$ cat config.mk
export PLATFORM = sky130hd
export DESIGN_NAME = flash_host
export DESIGN_NICKNAME = d
export VERILOG_FILES = /design/src/core/flash_host_pkg.sv /design/src/core/flash_bus_cycle.sv /design/src/core/flash_host.sv
export VERILOG_INCLUDE_DIRS = /design/src /design/src/core
export SDC_FILE = /design/constraint.sdc
export NUM_CORES = 1
export LEC_CHECK = 0
export BUFFER_PORTS_ARGS = -buffer_cell sky130_fd_sc_hd__buf_2
export CAP_MARGIN = 10
export CORE_ASPECT_RATIO = 1.5
export CORE_MARGIN = 8
export CORE_UTILIZATION = 49
export CTS_BUF_LIST = sky130_fd_sc_hd__clkbuf_8
export DETAILED_ROUTE_END_ITERATION = 8
export GPL_ROUTABILITY_DRIVEN = 0
export PLACE_DENSITY_LB_ADDON = 0.2
export RECOVER_POWER = 50
export SYNTH_ARGS = -nofsm -noshare
export SYNTH_HDL_FRONTEND = slang
export SYNTH_SLANG_ARGS = --single-unit
$ cat constraint.sdc
create_clock -name core_clk_i -period 3 [get_ports core_clk_i]
set_clock_uncertainty 0.15 [all_clocks]
set_input_delay 0.6 -clock core_clk_i [delete_from_list [all_inputs] [get_ports core_clk_i]]
set_output_delay 0.6 -clock core_clk_i [all_outputs]
set_load 0.03 [all_outputs]
$ cat src/core/flash_host_map.svh
`ifndef FLASH_HOST_MAP_SVH
`define FLASH_HOST_MAP_SVH

// --------------------------------------------------------------
// clock and timing
// --------------------------------------------------------------
`define FH_CLK_PERIOD_NS 50
`define FH_WE_LOW_NS 100
`define FH_WE_LOW_CYC ((`FH_WE_LOW_NS + `FH_CLK_PERIOD_NS - 1) / `FH_CLK_PERIOD_NS)
`define FH_RD_ACC_NS 150
`define FH_RD_WAIT_CYC ((`FH_RD_ACC_NS + `FH_CLK_PERIOD_NS - 1) / `FH_CLK_PERIOD_NS + 1)
`define FH_LOAD_WIN_NS 150000
`define FH_LOAD_WIN_CYC (`FH_LOAD_WIN_NS / `FH_CLK_PERIOD_NS)
`define FH_LOAD_MARGIN_CYC 200
`define FH_PWRUP_MS 5
`define FH_PWRUP_CYC (`FH_PWRUP_MS * 1000000 / `FH_CLK_PERIOD_NS)
`define FH_PROG_CYCLE_MS 10
`define FH_POLL_LIMIT_CYC (2 * `FH_PROG_CYCLE_MS * 1000000 / `FH_CLK_PERIOD_NS)

// --------------------------------------------------------------
// address fields and polling bits
// --------------------------------------------------------------
`define FH_SECT_MSB 15
`define FH_SECT_LSB 7
`define FH_TOGGLE_LO 6
`define FH_TOGGLE_HI 14

// --------------------------------------------------------------
// command sequence words
// --------------------------------------------------------------
`define FH_SEQ_ADDR_A 16'h5555
`define FH_SEQ_ADDR_B 16'h2aaa
`define FH_SEQ_D_AA 16'h00aa
`define FH_SEQ_D_55 16'h0055
`define FH_SEQ_D_LOCK 16'h00a0
`define FH_SEQ_D_EXT 16'h0080
`define FH_SEQ_D_UNLOCK 16'h0020
`define FH_SEQ_D_ERASE 16'h0010

`endif

$ cat src/core/flash_host_pkg.sv
package flash_host_pkg;

   typedef enum logic [2:0] {OP_READ, OP_LOAD, OP_LOCK_ON, OP_LOCK_OFF, OP_ERASE_ALL} op_t;

   typedef enum logic [1:0] {SEQ_PREFIX, SEQ_UNLOCK, SEQ_ERASE} seq_t;

   typedef enum logic [1:0] {CYC_IDLE, CYC_SETUP, CYC_STROBE, CYC_HOLD} cyc_state_t;

   typedef enum logic [2:0] {ST_PWRUP, ST_IDLE, ST_SEQ, ST_WORD, ST_WINDOW, ST_POLL, ST_READ} host_state_t;

   typedef struct packed {
      cyc_state_t st;
      logic wr;
      logic [2:0] cnt;
      logic [15:0] addr;
      logic [15:0] wdata;
      logic [15:0] rdata;
      logic ce_n;
      logic oe_n;
      logic we_n;
      logic doe;
      logic done;
   } cyc_t;

   typedef struct packed {
      host_state_t st;
      seq_t seq;
      logic [2:0] idx;
      logic word_after;
      logic lock;
      logic [8:0] sector;
      logic [15:0] addr;
      logic [15:0] data;
      logic [19:0] tmr;
      logic poll_first;
      logic [15:0] last_poll;
      logic cyc_start;
      logic cyc_wr;
      logic [15:0] cyc_addr;
      logic [15:0] cyc_data;
      logic rsp_valid;
      logic [15:0] rsp_data;
      logic err;
   } host_t;

endpackage : flash_host_pkg

$ cat src/core/flash_bus_cycle.sv
`timescale 1ns/1ps
`include "flash_host_map.svh"

module flash_bus_cycle
   import flash_host_pkg::*;
(
   input wire logic core_clk_i,
   input wire logic arst_n_i,
   input wire logic start_i,
   input wire logic wr_i,
   input wire logic [15:0] addr_i,
   input wire logic [15:0] wdata_i,
   output logic done_o,
   output logic [15:0] rdata_o,
   output logic [15:0] word_address_lines_o,
   output logic flash_ce_n_o,
   output logic flash_oe_n_o,
   output logic flash_we_n_o,
   output logic [15:0] data_lines_o,
   output logic data_lines_oe_o,
   input wire logic [15:0] data_lines_i
);

   cyc_t q_r;
   cyc_t q_nxt;

   always_comb begin
      q_nxt = q_r;
      q_nxt.done = 1'b0;
      case (q_r.st)
         CYC_IDLE: begin
            if (start_i) begin
               q_nxt.st = CYC_SETUP;
               q_nxt.wr = wr_i;
               q_nxt.addr = addr_i;
               q_nxt.wdata = wdata_i;
               q_nxt.ce_n = 1'b0;
               q_nxt.doe = wr_i;
               q_nxt.cnt = 3'h0;
            end
         end
         CYC_SETUP: begin
            q_nxt.st = CYC_STROBE;
            if (q_r.wr) begin
               q_nxt.we_n = 1'b0;
            end else begin
               q_nxt.oe_n = 1'b0;
            end
         end
         CYC_STROBE: begin
            q_nxt.cnt = q_r.cnt + 3'h1;
            if ((q_r.wr && q_r.cnt == 3'(`FH_WE_LOW_CYC - 1)) ||
                (!q_r.wr && q_r.cnt == 3'(`FH_RD_WAIT_CYC - 1))) begin
               q_nxt.we_n = 1'b1;
               q_nxt.oe_n = 1'b1;
               if (!q_r.wr) begin
                  q_nxt.rdata = data_lines_i;
               end
               q_nxt.st = CYC_HOLD;
            end
         end
         CYC_HOLD: begin
            // data stays driven one cycle past the rising strobe
            q_nxt.ce_n = 1'b1;
            q_nxt.doe = 1'b0;
            q_nxt.done = 1'b1;
            q_nxt.st = CYC_IDLE;
         end
         default: begin
            q_nxt.st = CYC_IDLE;
         end
      endcase
   end

   always_ff @(posedge core_clk_i or negedge arst_n_i) begin
      if (!arst_n_i) begin
         q_r <= '{st: CYC_IDLE, ce_n: 1'b1, oe_n: 1'b1, we_n: 1'b1, default: '0};
      end else begin
         q_r <= q_nxt;
      end
   end

   assign done_o = q_r.done;
   assign rdata_o = q_r.rdata;
   assign word_address_lines_o = q_r.addr;
   assign flash_ce_n_o = q_r.ce_n;
   assign flash_oe_n_o = q_r.oe_n;
   assign flash_we_n_o = q_r.we_n;
   assign data_lines_o = q_r.wdata;
   assign data_lines_oe_o = q_r.doe;

endmodule : flash_bus_cycle

$ cat src/core/flash_host.sv
`timescale 1ns/1ps
`include "flash_host_map.svh"

module flash_host
   import flash_host_pkg::*;
#(
   parameter int PWRUP_CYCLES = `FH_PWRUP_CYC,
   parameter int POLL_LIMIT_CYCLES = `FH_POLL_LIMIT_CYC
)
(
   input wire logic core_clk_i,
   input wire logic arst_n_i,
   input wire logic cmd_valid_i,
   output logic cmd_ready_o,
   input wire op_t cmd_op_i,
   input wire logic [15:0] cmd_addr_i,
   input wire logic [15:0] cmd_data_i,
   output logic rsp_valid_o,
   output logic [15:0] rsp_data_o,
   output logic rsp_err_o,
   output logic busy_o,
   output logic command_write_lock_o,
   output logic [15:0] word_address_lines_o,
   output logic flash_ce_n_o,
   output logic flash_oe_n_o,
   output logic flash_we_n_o,
   output logic [15:0] data_lines_o,
   output logic data_lines_oe_o,
   input wire logic [15:0] data_lines_i
);

   // --------------------------------------------------------------
   // command sequence tables
   // --------------------------------------------------------------
   function automatic logic [31:0] seq_word(input seq_t s, input logic [2:0] i);
      logic [31:0] w;
      w = {`FH_SEQ_ADDR_A, `FH_SEQ_D_AA};
      case (i)
         3'h1: w = {`FH_SEQ_ADDR_B, `FH_SEQ_D_55};
         3'h2: w = (s == SEQ_PREFIX) ? {`FH_SEQ_ADDR_A, `FH_SEQ_D_LOCK} : {`FH_SEQ_ADDR_A, `FH_SEQ_D_EXT};
         3'h4: w = {`FH_SEQ_ADDR_B, `FH_SEQ_D_55};
         3'h5: w = (s == SEQ_UNLOCK) ? {`FH_SEQ_ADDR_A, `FH_SEQ_D_UNLOCK} : {`FH_SEQ_ADDR_A, `FH_SEQ_D_ERASE};
         default: w = {`FH_SEQ_ADDR_A, `FH_SEQ_D_AA};
      endcase
      return w;
   endfunction : seq_word

   function automatic logic [2:0] seq_last(input seq_t s);
      return (s == SEQ_PREFIX) ? 3'h2 : 3'h5;
   endfunction : seq_last

   // --------------------------------------------------------------
   // state
   // --------------------------------------------------------------
   host_t q_r;
   host_t q_nxt;
   logic cyc_done;
   logic [15:0] cyc_rdata;
   logic same_sector;
   logic load_open;
   logic poll_stable;

   assign same_sector = (cmd_addr_i[`FH_SECT_MSB:`FH_SECT_LSB] == q_r.sector);
   assign load_open = (q_r.st == ST_WINDOW) && (cmd_op_i == OP_LOAD) && same_sector &&
                      (q_r.tmr < 20'(`FH_LOAD_WIN_CYC - `FH_LOAD_MARGIN_CYC));
   // toggle bits unchanged across two reads
   assign poll_stable = !q_r.poll_first &&
                        (cyc_rdata[`FH_TOGGLE_LO] == q_r.last_poll[`FH_TOGGLE_LO]) &&
                        (cyc_rdata[`FH_TOGGLE_HI] == q_r.last_poll[`FH_TOGGLE_HI]);

   always_comb begin
      q_nxt = q_r;
      q_nxt.cyc_start = 1'b0;
      q_nxt.rsp_valid = 1'b0;
      cmd_ready_o = 1'b0;
      case (q_r.st)
         ST_PWRUP: begin
            q_nxt.tmr = q_r.tmr + 20'h1;
            if (q_r.tmr >= 20'(PWRUP_CYCLES - 1)) begin
               q_nxt.tmr = 20'h0;
               q_nxt.st = ST_IDLE;
            end
         end
         ST_IDLE: begin
            cmd_ready_o = 1'b1;
            if (cmd_valid_i) begin
               q_nxt.err = 1'b0;
               q_nxt.addr = cmd_addr_i;
               q_nxt.data = cmd_data_i;
               q_nxt.sector = cmd_addr_i[`FH_SECT_MSB:`FH_SECT_LSB];
               q_nxt.idx = 3'h0;
               q_nxt.word_after = (cmd_op_i == OP_LOAD);
               q_nxt.cyc_start = 1'b1;
               q_nxt.cyc_wr = 1'b1;
               case (cmd_op_i)
                  OP_READ: begin
                     q_nxt.cyc_wr = 1'b0;
                     q_nxt.cyc_addr = cmd_addr_i;
                     q_nxt.st = ST_READ;
                  end
                  OP_LOAD: begin
                     q_nxt.seq = SEQ_PREFIX;
                     {q_nxt.cyc_addr, q_nxt.cyc_data} = q_r.lock ? seq_word(SEQ_PREFIX, 3'h0) : {cmd_addr_i, cmd_data_i};
                     q_nxt.st = q_r.lock ? ST_SEQ : ST_WORD;
                  end
                  OP_LOCK_ON: begin
                     q_nxt.seq = SEQ_PREFIX;
                     q_nxt.lock = 1'b1;
                     {q_nxt.cyc_addr, q_nxt.cyc_data} = seq_word(SEQ_PREFIX, 3'h0);
                     q_nxt.st = ST_SEQ;
                  end
                  OP_LOCK_OFF: begin
                     q_nxt.seq = SEQ_UNLOCK;
                     q_nxt.lock = 1'b0;
                     {q_nxt.cyc_addr, q_nxt.cyc_data} = seq_word(SEQ_UNLOCK, 3'h0);
                     q_nxt.st = ST_SEQ;
                  end
                  default: begin
                     q_nxt.seq = SEQ_ERASE;
                     {q_nxt.cyc_addr, q_nxt.cyc_data} = seq_word(SEQ_ERASE, 3'h0);
                     q_nxt.st = ST_SEQ;
                  end
               endcase
            end
         end
         ST_SEQ: begin
            if (cyc_done) begin
               q_nxt.cyc_start = 1'b1;
               q_nxt.cyc_wr = 1'b1;
               if (q_r.idx == seq_last(q_r.seq)) begin
                  if (q_r.word_after) begin
                     q_nxt.cyc_addr = q_r.addr;
                     q_nxt.cyc_data = q_r.data;
                     q_nxt.st = ST_WORD;
                  end else begin
                     q_nxt.cyc_start = 1'b0;
                     q_nxt.tmr = 20'h0;
                     q_nxt.st = ST_WINDOW;
                  end
               end else begin
                  q_nxt.idx = q_r.idx + 3'h1;
                  {q_nxt.cyc_addr, q_nxt.cyc_data} = seq_word(q_r.seq, q_r.idx + 3'h1);
               end
            end
         end
         ST_WORD: begin
            if (cyc_done) begin
               q_nxt.tmr = 20'h0;
               q_nxt.st = ST_WINDOW;
            end
         end
         ST_WINDOW: begin
            // any word index of the sector
            cmd_ready_o = load_open;
            q_nxt.tmr = q_r.tmr + 20'h1;
            if (cmd_valid_i && load_open) begin
               q_nxt.cyc_start = 1'b1;
               q_nxt.cyc_wr = 1'b1;
               q_nxt.cyc_addr = cmd_addr_i;
               q_nxt.cyc_data = cmd_data_i;
               q_nxt.st = ST_WORD;
            end else if (q_r.tmr >= 20'(`FH_LOAD_WIN_CYC + `FH_LOAD_MARGIN_CYC)) begin
               // other sector waits for this cycle
               q_nxt.cyc_start = 1'b1;
               q_nxt.cyc_wr = 1'b0;
               q_nxt.poll_first = 1'b1;
               q_nxt.tmr = 20'h0;
               q_nxt.st = ST_POLL;
            end
         end
         ST_POLL: begin
            if (q_r.tmr != 20'hfffff) begin
               q_nxt.tmr = q_r.tmr + 20'h1;
            end
            if (cyc_done) begin
               q_nxt.last_poll = cyc_rdata;
               q_nxt.poll_first = 1'b0;
               if (poll_stable || q_r.tmr >= 20'(POLL_LIMIT_CYCLES)) begin
                  q_nxt.err = !poll_stable;
                  q_nxt.rsp_valid = 1'b1;
                  q_nxt.rsp_data = cyc_rdata;
                  q_nxt.st = ST_IDLE;
               end else begin
                  q_nxt.cyc_start = 1'b1;
               end
            end
         end
         ST_READ: begin
            if (cyc_done) begin
               q_nxt.rsp_valid = 1'b1;
               q_nxt.rsp_data = cyc_rdata;
               q_nxt.st = ST_IDLE;
            end
         end
         default: begin
            q_nxt.st = ST_IDLE;
         end
      endcase
   end

   always_ff @(posedge core_clk_i or negedge arst_n_i) begin
      if (!arst_n_i) begin
         q_r <= '{st: ST_PWRUP, seq: SEQ_PREFIX, default: '0};
      end else begin
         q_r <= q_nxt;
      end
   end

   // --------------------------------------------------------------
   // pin sequencer
   // --------------------------------------------------------------
   flash_bus_cycle u_cycle (
      .core_clk_i(core_clk_i),
      .arst_n_i(arst_n_i),
      .start_i(q_r.cyc_start),
      .wr_i(q_r.cyc_wr),
      .addr_i(q_r.cyc_addr),
      .wdata_i(q_r.cyc_data),
      .done_o(cyc_done),
      .rdata_o(cyc_rdata),
      .word_address_lines_o(word_address_lines_o),
      .flash_ce_n_o(flash_ce_n_o),
      .flash_oe_n_o(flash_oe_n_o),
      .flash_we_n_o(flash_we_n_o),
      .data_lines_o(data_lines_o),
      .data_lines_oe_o(data_lines_oe_o),
      .data_lines_i(data_lines_i)
   );

   assign rsp_valid_o = q_r.rsp_valid;
   assign rsp_data_o = q_r.rsp_data;
   assign rsp_err_o = q_r.err;
   assign busy_o = (q_r.st != ST_IDLE);
   // lock mirror starts cleared: the device is shipped unlocked
   assign command_write_lock_o = q_r.lock;

endmodule : flash_host

==> results.md <==
- The flow ran to the end, but the final reports show violations.
- The checks that failed: capacitance limit, slew limit.
- The chip width is 126.7 um.
- After detailed routing, the total wire length is between 20 and 25 mm.
- After the flow finishes, the layout carries non-filler instances totaling 1,182.
- The layout-stage area growth over the synthesis result is 11.46%.
- The share of total power dissipated in the clock network is 0.174.
- The via count is 6,717.
- The share of total power dissipated in combinational logic is 0.418.
- By count the netlist is led by sky130_fd_sc_hd__dfrtp_1, sky130_fd_sc_hd__nand2_1, sky130_fd_sc_hd__mux2_2.
- The most used flip-flop cell after synthesis is sky130_fd_sc_hd__dfrtp_1.
- The max-slew headroom at the worst pin is -0.1213.
- The number of design rule violations left after detail routing is 0.
- The class of the tightest hold or removal check is in -> reg.
- Counting flops with a built-in enable in the synthesized netlist gives 0.
- In this run the cell area of the synthesized design comes to 9010 um^2.
- The library cell with the highest instance count after synthesis is sky130_fd_sc_hd__dfrtp_1.
- For this run, the top clock speed supported by timing is 0.3445 GHz.
- The detailed-routing iteration count for the pre-antenna-repair pass is 5.
- The number of nets produced by synthesis is 936.
- The first routing iteration left between 400 and 500 violations.
- The share of post-route cells with drive strength above 1 is 0.3008.
- The count of final max-slew check failures came to 60.
- After routing, the total negative slack on setup checks comes to 0 ps.
- The area fraction of the dominant cell type after synthesis is 0.4805.
- The number of endpoints with negative hold slack in the final report is 0.
- The sequential fraction of the synthesis area is 0.4892.
- In this run the vertical extent of the chip is 182.1 um.
- The tool flagged a number of max-cap violations equal to 1.
- In this run the remaining antenna-violating nets after routing total 0.
- The critical path endpoint category is an output port.
- TritonCTS built the clock tree.
- The clock-pin slew reported for the worst setup and hold paths after clock tree synthesis is about 100 ps.
- Once layout is complete, the utilization of the core stands at 0.5574.
- VDD sags by at most 473.9 uV.
- The final critical delay including setup and external delays is 2903 ps.
- The critical-path cell with the highest stage delay is sky130_fd_sc_hd__dfrtp_2.
- The critical path arrival is 2150 ps.
- The worst-skew pair later-pin latency is 470 ps.
- The H-tree was split into 4 levels.
- The critical-path maximum fanout is 10.
- Synthesis produced a netlist whose cell count is 869.
- The maximum cell stage delay along the critical path is 440 ps.
- The library cell used as clock root buffer is sky130_fd_sc_hd__clkbuf_8.
- The initial utilization of the core area, before any placement, comes to 0.5001.
- By area the synthesized netlist is led by sky130_fd_sc_hd__dfrtp_1, sky130_fd_sc_hd__mux2_2, sky130_fd_sc_hd__nand2_1.
- Counting tap cells, the placed design contains a total of 1,145 instances.
- The signal on the critical path passes through nand2b_4 -> or3_4 -> nor4_4 -> nand2_1 -> nand2_1 -> buf_4.
- In this run the deepest clock path goes through 2 buffers.
- The required time at the worst-slack endpoint is 2250 ps.
- The count of standard-cell rows is 60.
- TritonCTS created 17 clock buffers.
- The die covers 23,070 um^2.
- The overall routing resource usage is 0.1922.
- The analysis attributes to net switching a power of 3.988 mW.
- The sum of net half-perimeters after detailed placement is ~15 mm.
- Entering global routing, the biggest net connects 62 pins.
- The number of sinks on the clock net is 176.
- The slack of the worst reg-to-reg path is 280 ps.
- The wire length per cell after detailed routing is 18.23 um.
- Among the stages of the critical path, the cell type that occurs most often is sky130_fd_sc_hd__nand2_1.
- The worst setup path is launched from a register.
- The switching power share of the total is 0.4156.
- The critical path buffer and inverter count is 1.
- The detail-routed via count per cell is 5.683.
- The share of synthesized registers carrying an async set or reset is 1.000.
- The count of unique library cells instantiated by Yosys is 75.
- The leakage power is slightly below 5 nW.
- The portion of total power attributed to sequential cells is 0.407.
- Summed over all layers, the global routing overflow is 0.
- Of the available clock period, the critical path in the final layout requires 0.9676.
- A synthesized cell averages 10.37 um^2.
- The region available for standard cell placement spans 18,020 um^2.
- The final layout contains between 1,000 and 1,500 nets.
- Setup violations remaining at the end of the flow were counted as 0.
- The wire length of the first global-routing pass is 35.78 mm.
- After filler insertion, the fill cell instance count of the layout stands at 1,652.
- The total of flip-flops plus latches after synthesis is 176.
- The number of antenna violations at the first check in global routing is 2.
- For this run, the number of Yosys warnings is 0.
- The I/O pin total is 111.
- The transition time at the pin with the least slew margin is 1682 ps.
- In this run the tool buffered the top-level ports with 110 buffer cells.
- The power density relative to cell area is roughly 960 nW/um^2.
- The number of global-route vias before repair is roughly 7,000.
- The cell family contributing the most delay on the critical path is simple AND/OR/NAND/NOR gates.
- The type of the worst setup path is reg -> out.
- The internal power contribution is 5.607 mW.
- The leading area contributor after synthesis is sky130_fd_sc_hd__dfrtp_1.
==> layout make-up <==
cell class	instances	area, um^2	area share
antenna	1	2.502	0.0002492
sequential	176	4410	0.4392
tap	217	271.5	0.02704
clock inverter	14	168.9	0.01682
multi-input combinational	587	3990	0.3973
timing repair buffer	150	879.6	0.08759
inverter	19	71.32	0.007102
clock buffer	18	247.7	0.02467
==> layout by cell type, fill, tap and decap left out, types with 13 or more instances in the layout <==
master,n
sky130_fd_sc_hd__clkbuf_1,19
sky130_fd_sc_hd__inv_1,19
sky130_fd_sc_hd__buf_4,34
sky130_fd_sc_hd__nor3_1,13
sky130_fd_sc_hd__nand3_1,19
sky130_fd_sc_hd__o21ai_0,46
sky130_fd_sc_hd__a22o_1,16
sky130_fd_sc_hd__clkbuf_8,18
sky130_fd_sc_hd__mux2_2,90
sky130_fd_sc_hd__dfrtp_1,171
sky130_fd_sc_hd__buf_2,90
sky130_fd_sc_hd__ha_1,13
sky130_fd_sc_hd__nand2_1,140
sky130_fd_sc_hd__a21oi_1,17
sky130_fd_sc_hd__nor2_1,57
==> sequential cells by signal (all words and copies together), names as in the netlist, 6 cells and up <==
signal                        cells
u_cycle.data_lines_o             16
q_r                              98
u_cycle.rdata_o                  16
u_cycle.word_address_lines_o     16
u_cycle.q_r                       6
rsp_data_o                       16
==> power by group through the flow <==
| stage | Sequential, mW | Combinational (mW) | Clock, mW |
|---|---|---|---|
| final | 3.91 | 4.02 | 1.67 |
| after floorplan | 3.80 | 3.27 | 0 |
| after global placement | 3.92 | 3.97 | 0 |
| after global routing | 4.04 | 4.43 | 1.80 |
| after detailed placement | 3.95 | 4.05 | 0 |
| after CTS | 3.91 | 4.06 | 1.73 |
==> what timing repair did <==
action                                 4_1_cts  5_1_grt
endpoints found under the hold margin       46        0
setup buffers                                1        2
pin swaps                                    2        2
setup endpoints to repair                    1        1
resized for setup                            4        0
hold buffers                                 1        0
==> worst min-delay path: stages <==
cell	delay [ps]
sky130_fd_sc_hd__buf_2	90
sky130_fd_sc_hd__nand2_1	40
sky130_fd_sc_hd__nand2_1	50
==> logic make-up (layout without fill, tap and decap cells) <==
| logic type | count (synthesis) | in the layout | share of synthesized area |
|---|---|---|---|
| AND/OR/NAND/NOR | 306 | 306 | 0.1615 |
| flip-flops | 176 | 176 | 0.4892 |
| AO/OA/AOI/OAI | 152 | 152 | 0.1172 |
| buffers and inverters | 106 | 201 | 0.06888 |
| multiplexers | 103 | 103 | 0.1325 |
| adder cells (fa/ha/maj) | 13 | 13 | 0.01805 |
| XOR/XNOR | 13 | 13 | 0.01264 |
| other | 0 | 1 | 0 |
==> metrics by stage <==
stage	instance area (um^2)	setup slack [ps]	hold slack, ps	power (mW)
floorplan	9010	179.2	154.4	7.079
global placement	9609	48.59	307.7	7.899
detailed placement	9609	20.71	313.2	7.998
CTS	10060	3.500	166.4	9.700
global route	10040	-8.607	169.1	10.28
finish	10040	97.23	184.0	9.595
==> per-layer routing <==
metal / up-vias / wire (um) / GRT usage
li1: 3177 / - / -
met1: 3312 / 8956 / 0.2195
met4: 2 / 417 / 0.06737
met2: 190 / 11120 / 0.3427
met3: 36 / 1044 / 0.04552
met5: - / 13 / 0
==> path summary, 6_finish.rpt <==
check / to / from / depth (start not counted)
max: cmd_ready_o / q_r[138] / 6
min: q_r[96] / cmd_data_i[7] / 3
max reg2reg: q_r[42] / q_r[138] / 8
min reg2reg: q_r[92] / q_r[92] / 2
max in group asynchronous: q_r[81] / arst_n_i / 3
min in group asynchronous: u_cycle.data_lines_o[7] / arst_n_i / 2
No activity file was read; power rests on OpenSTA's default activity.
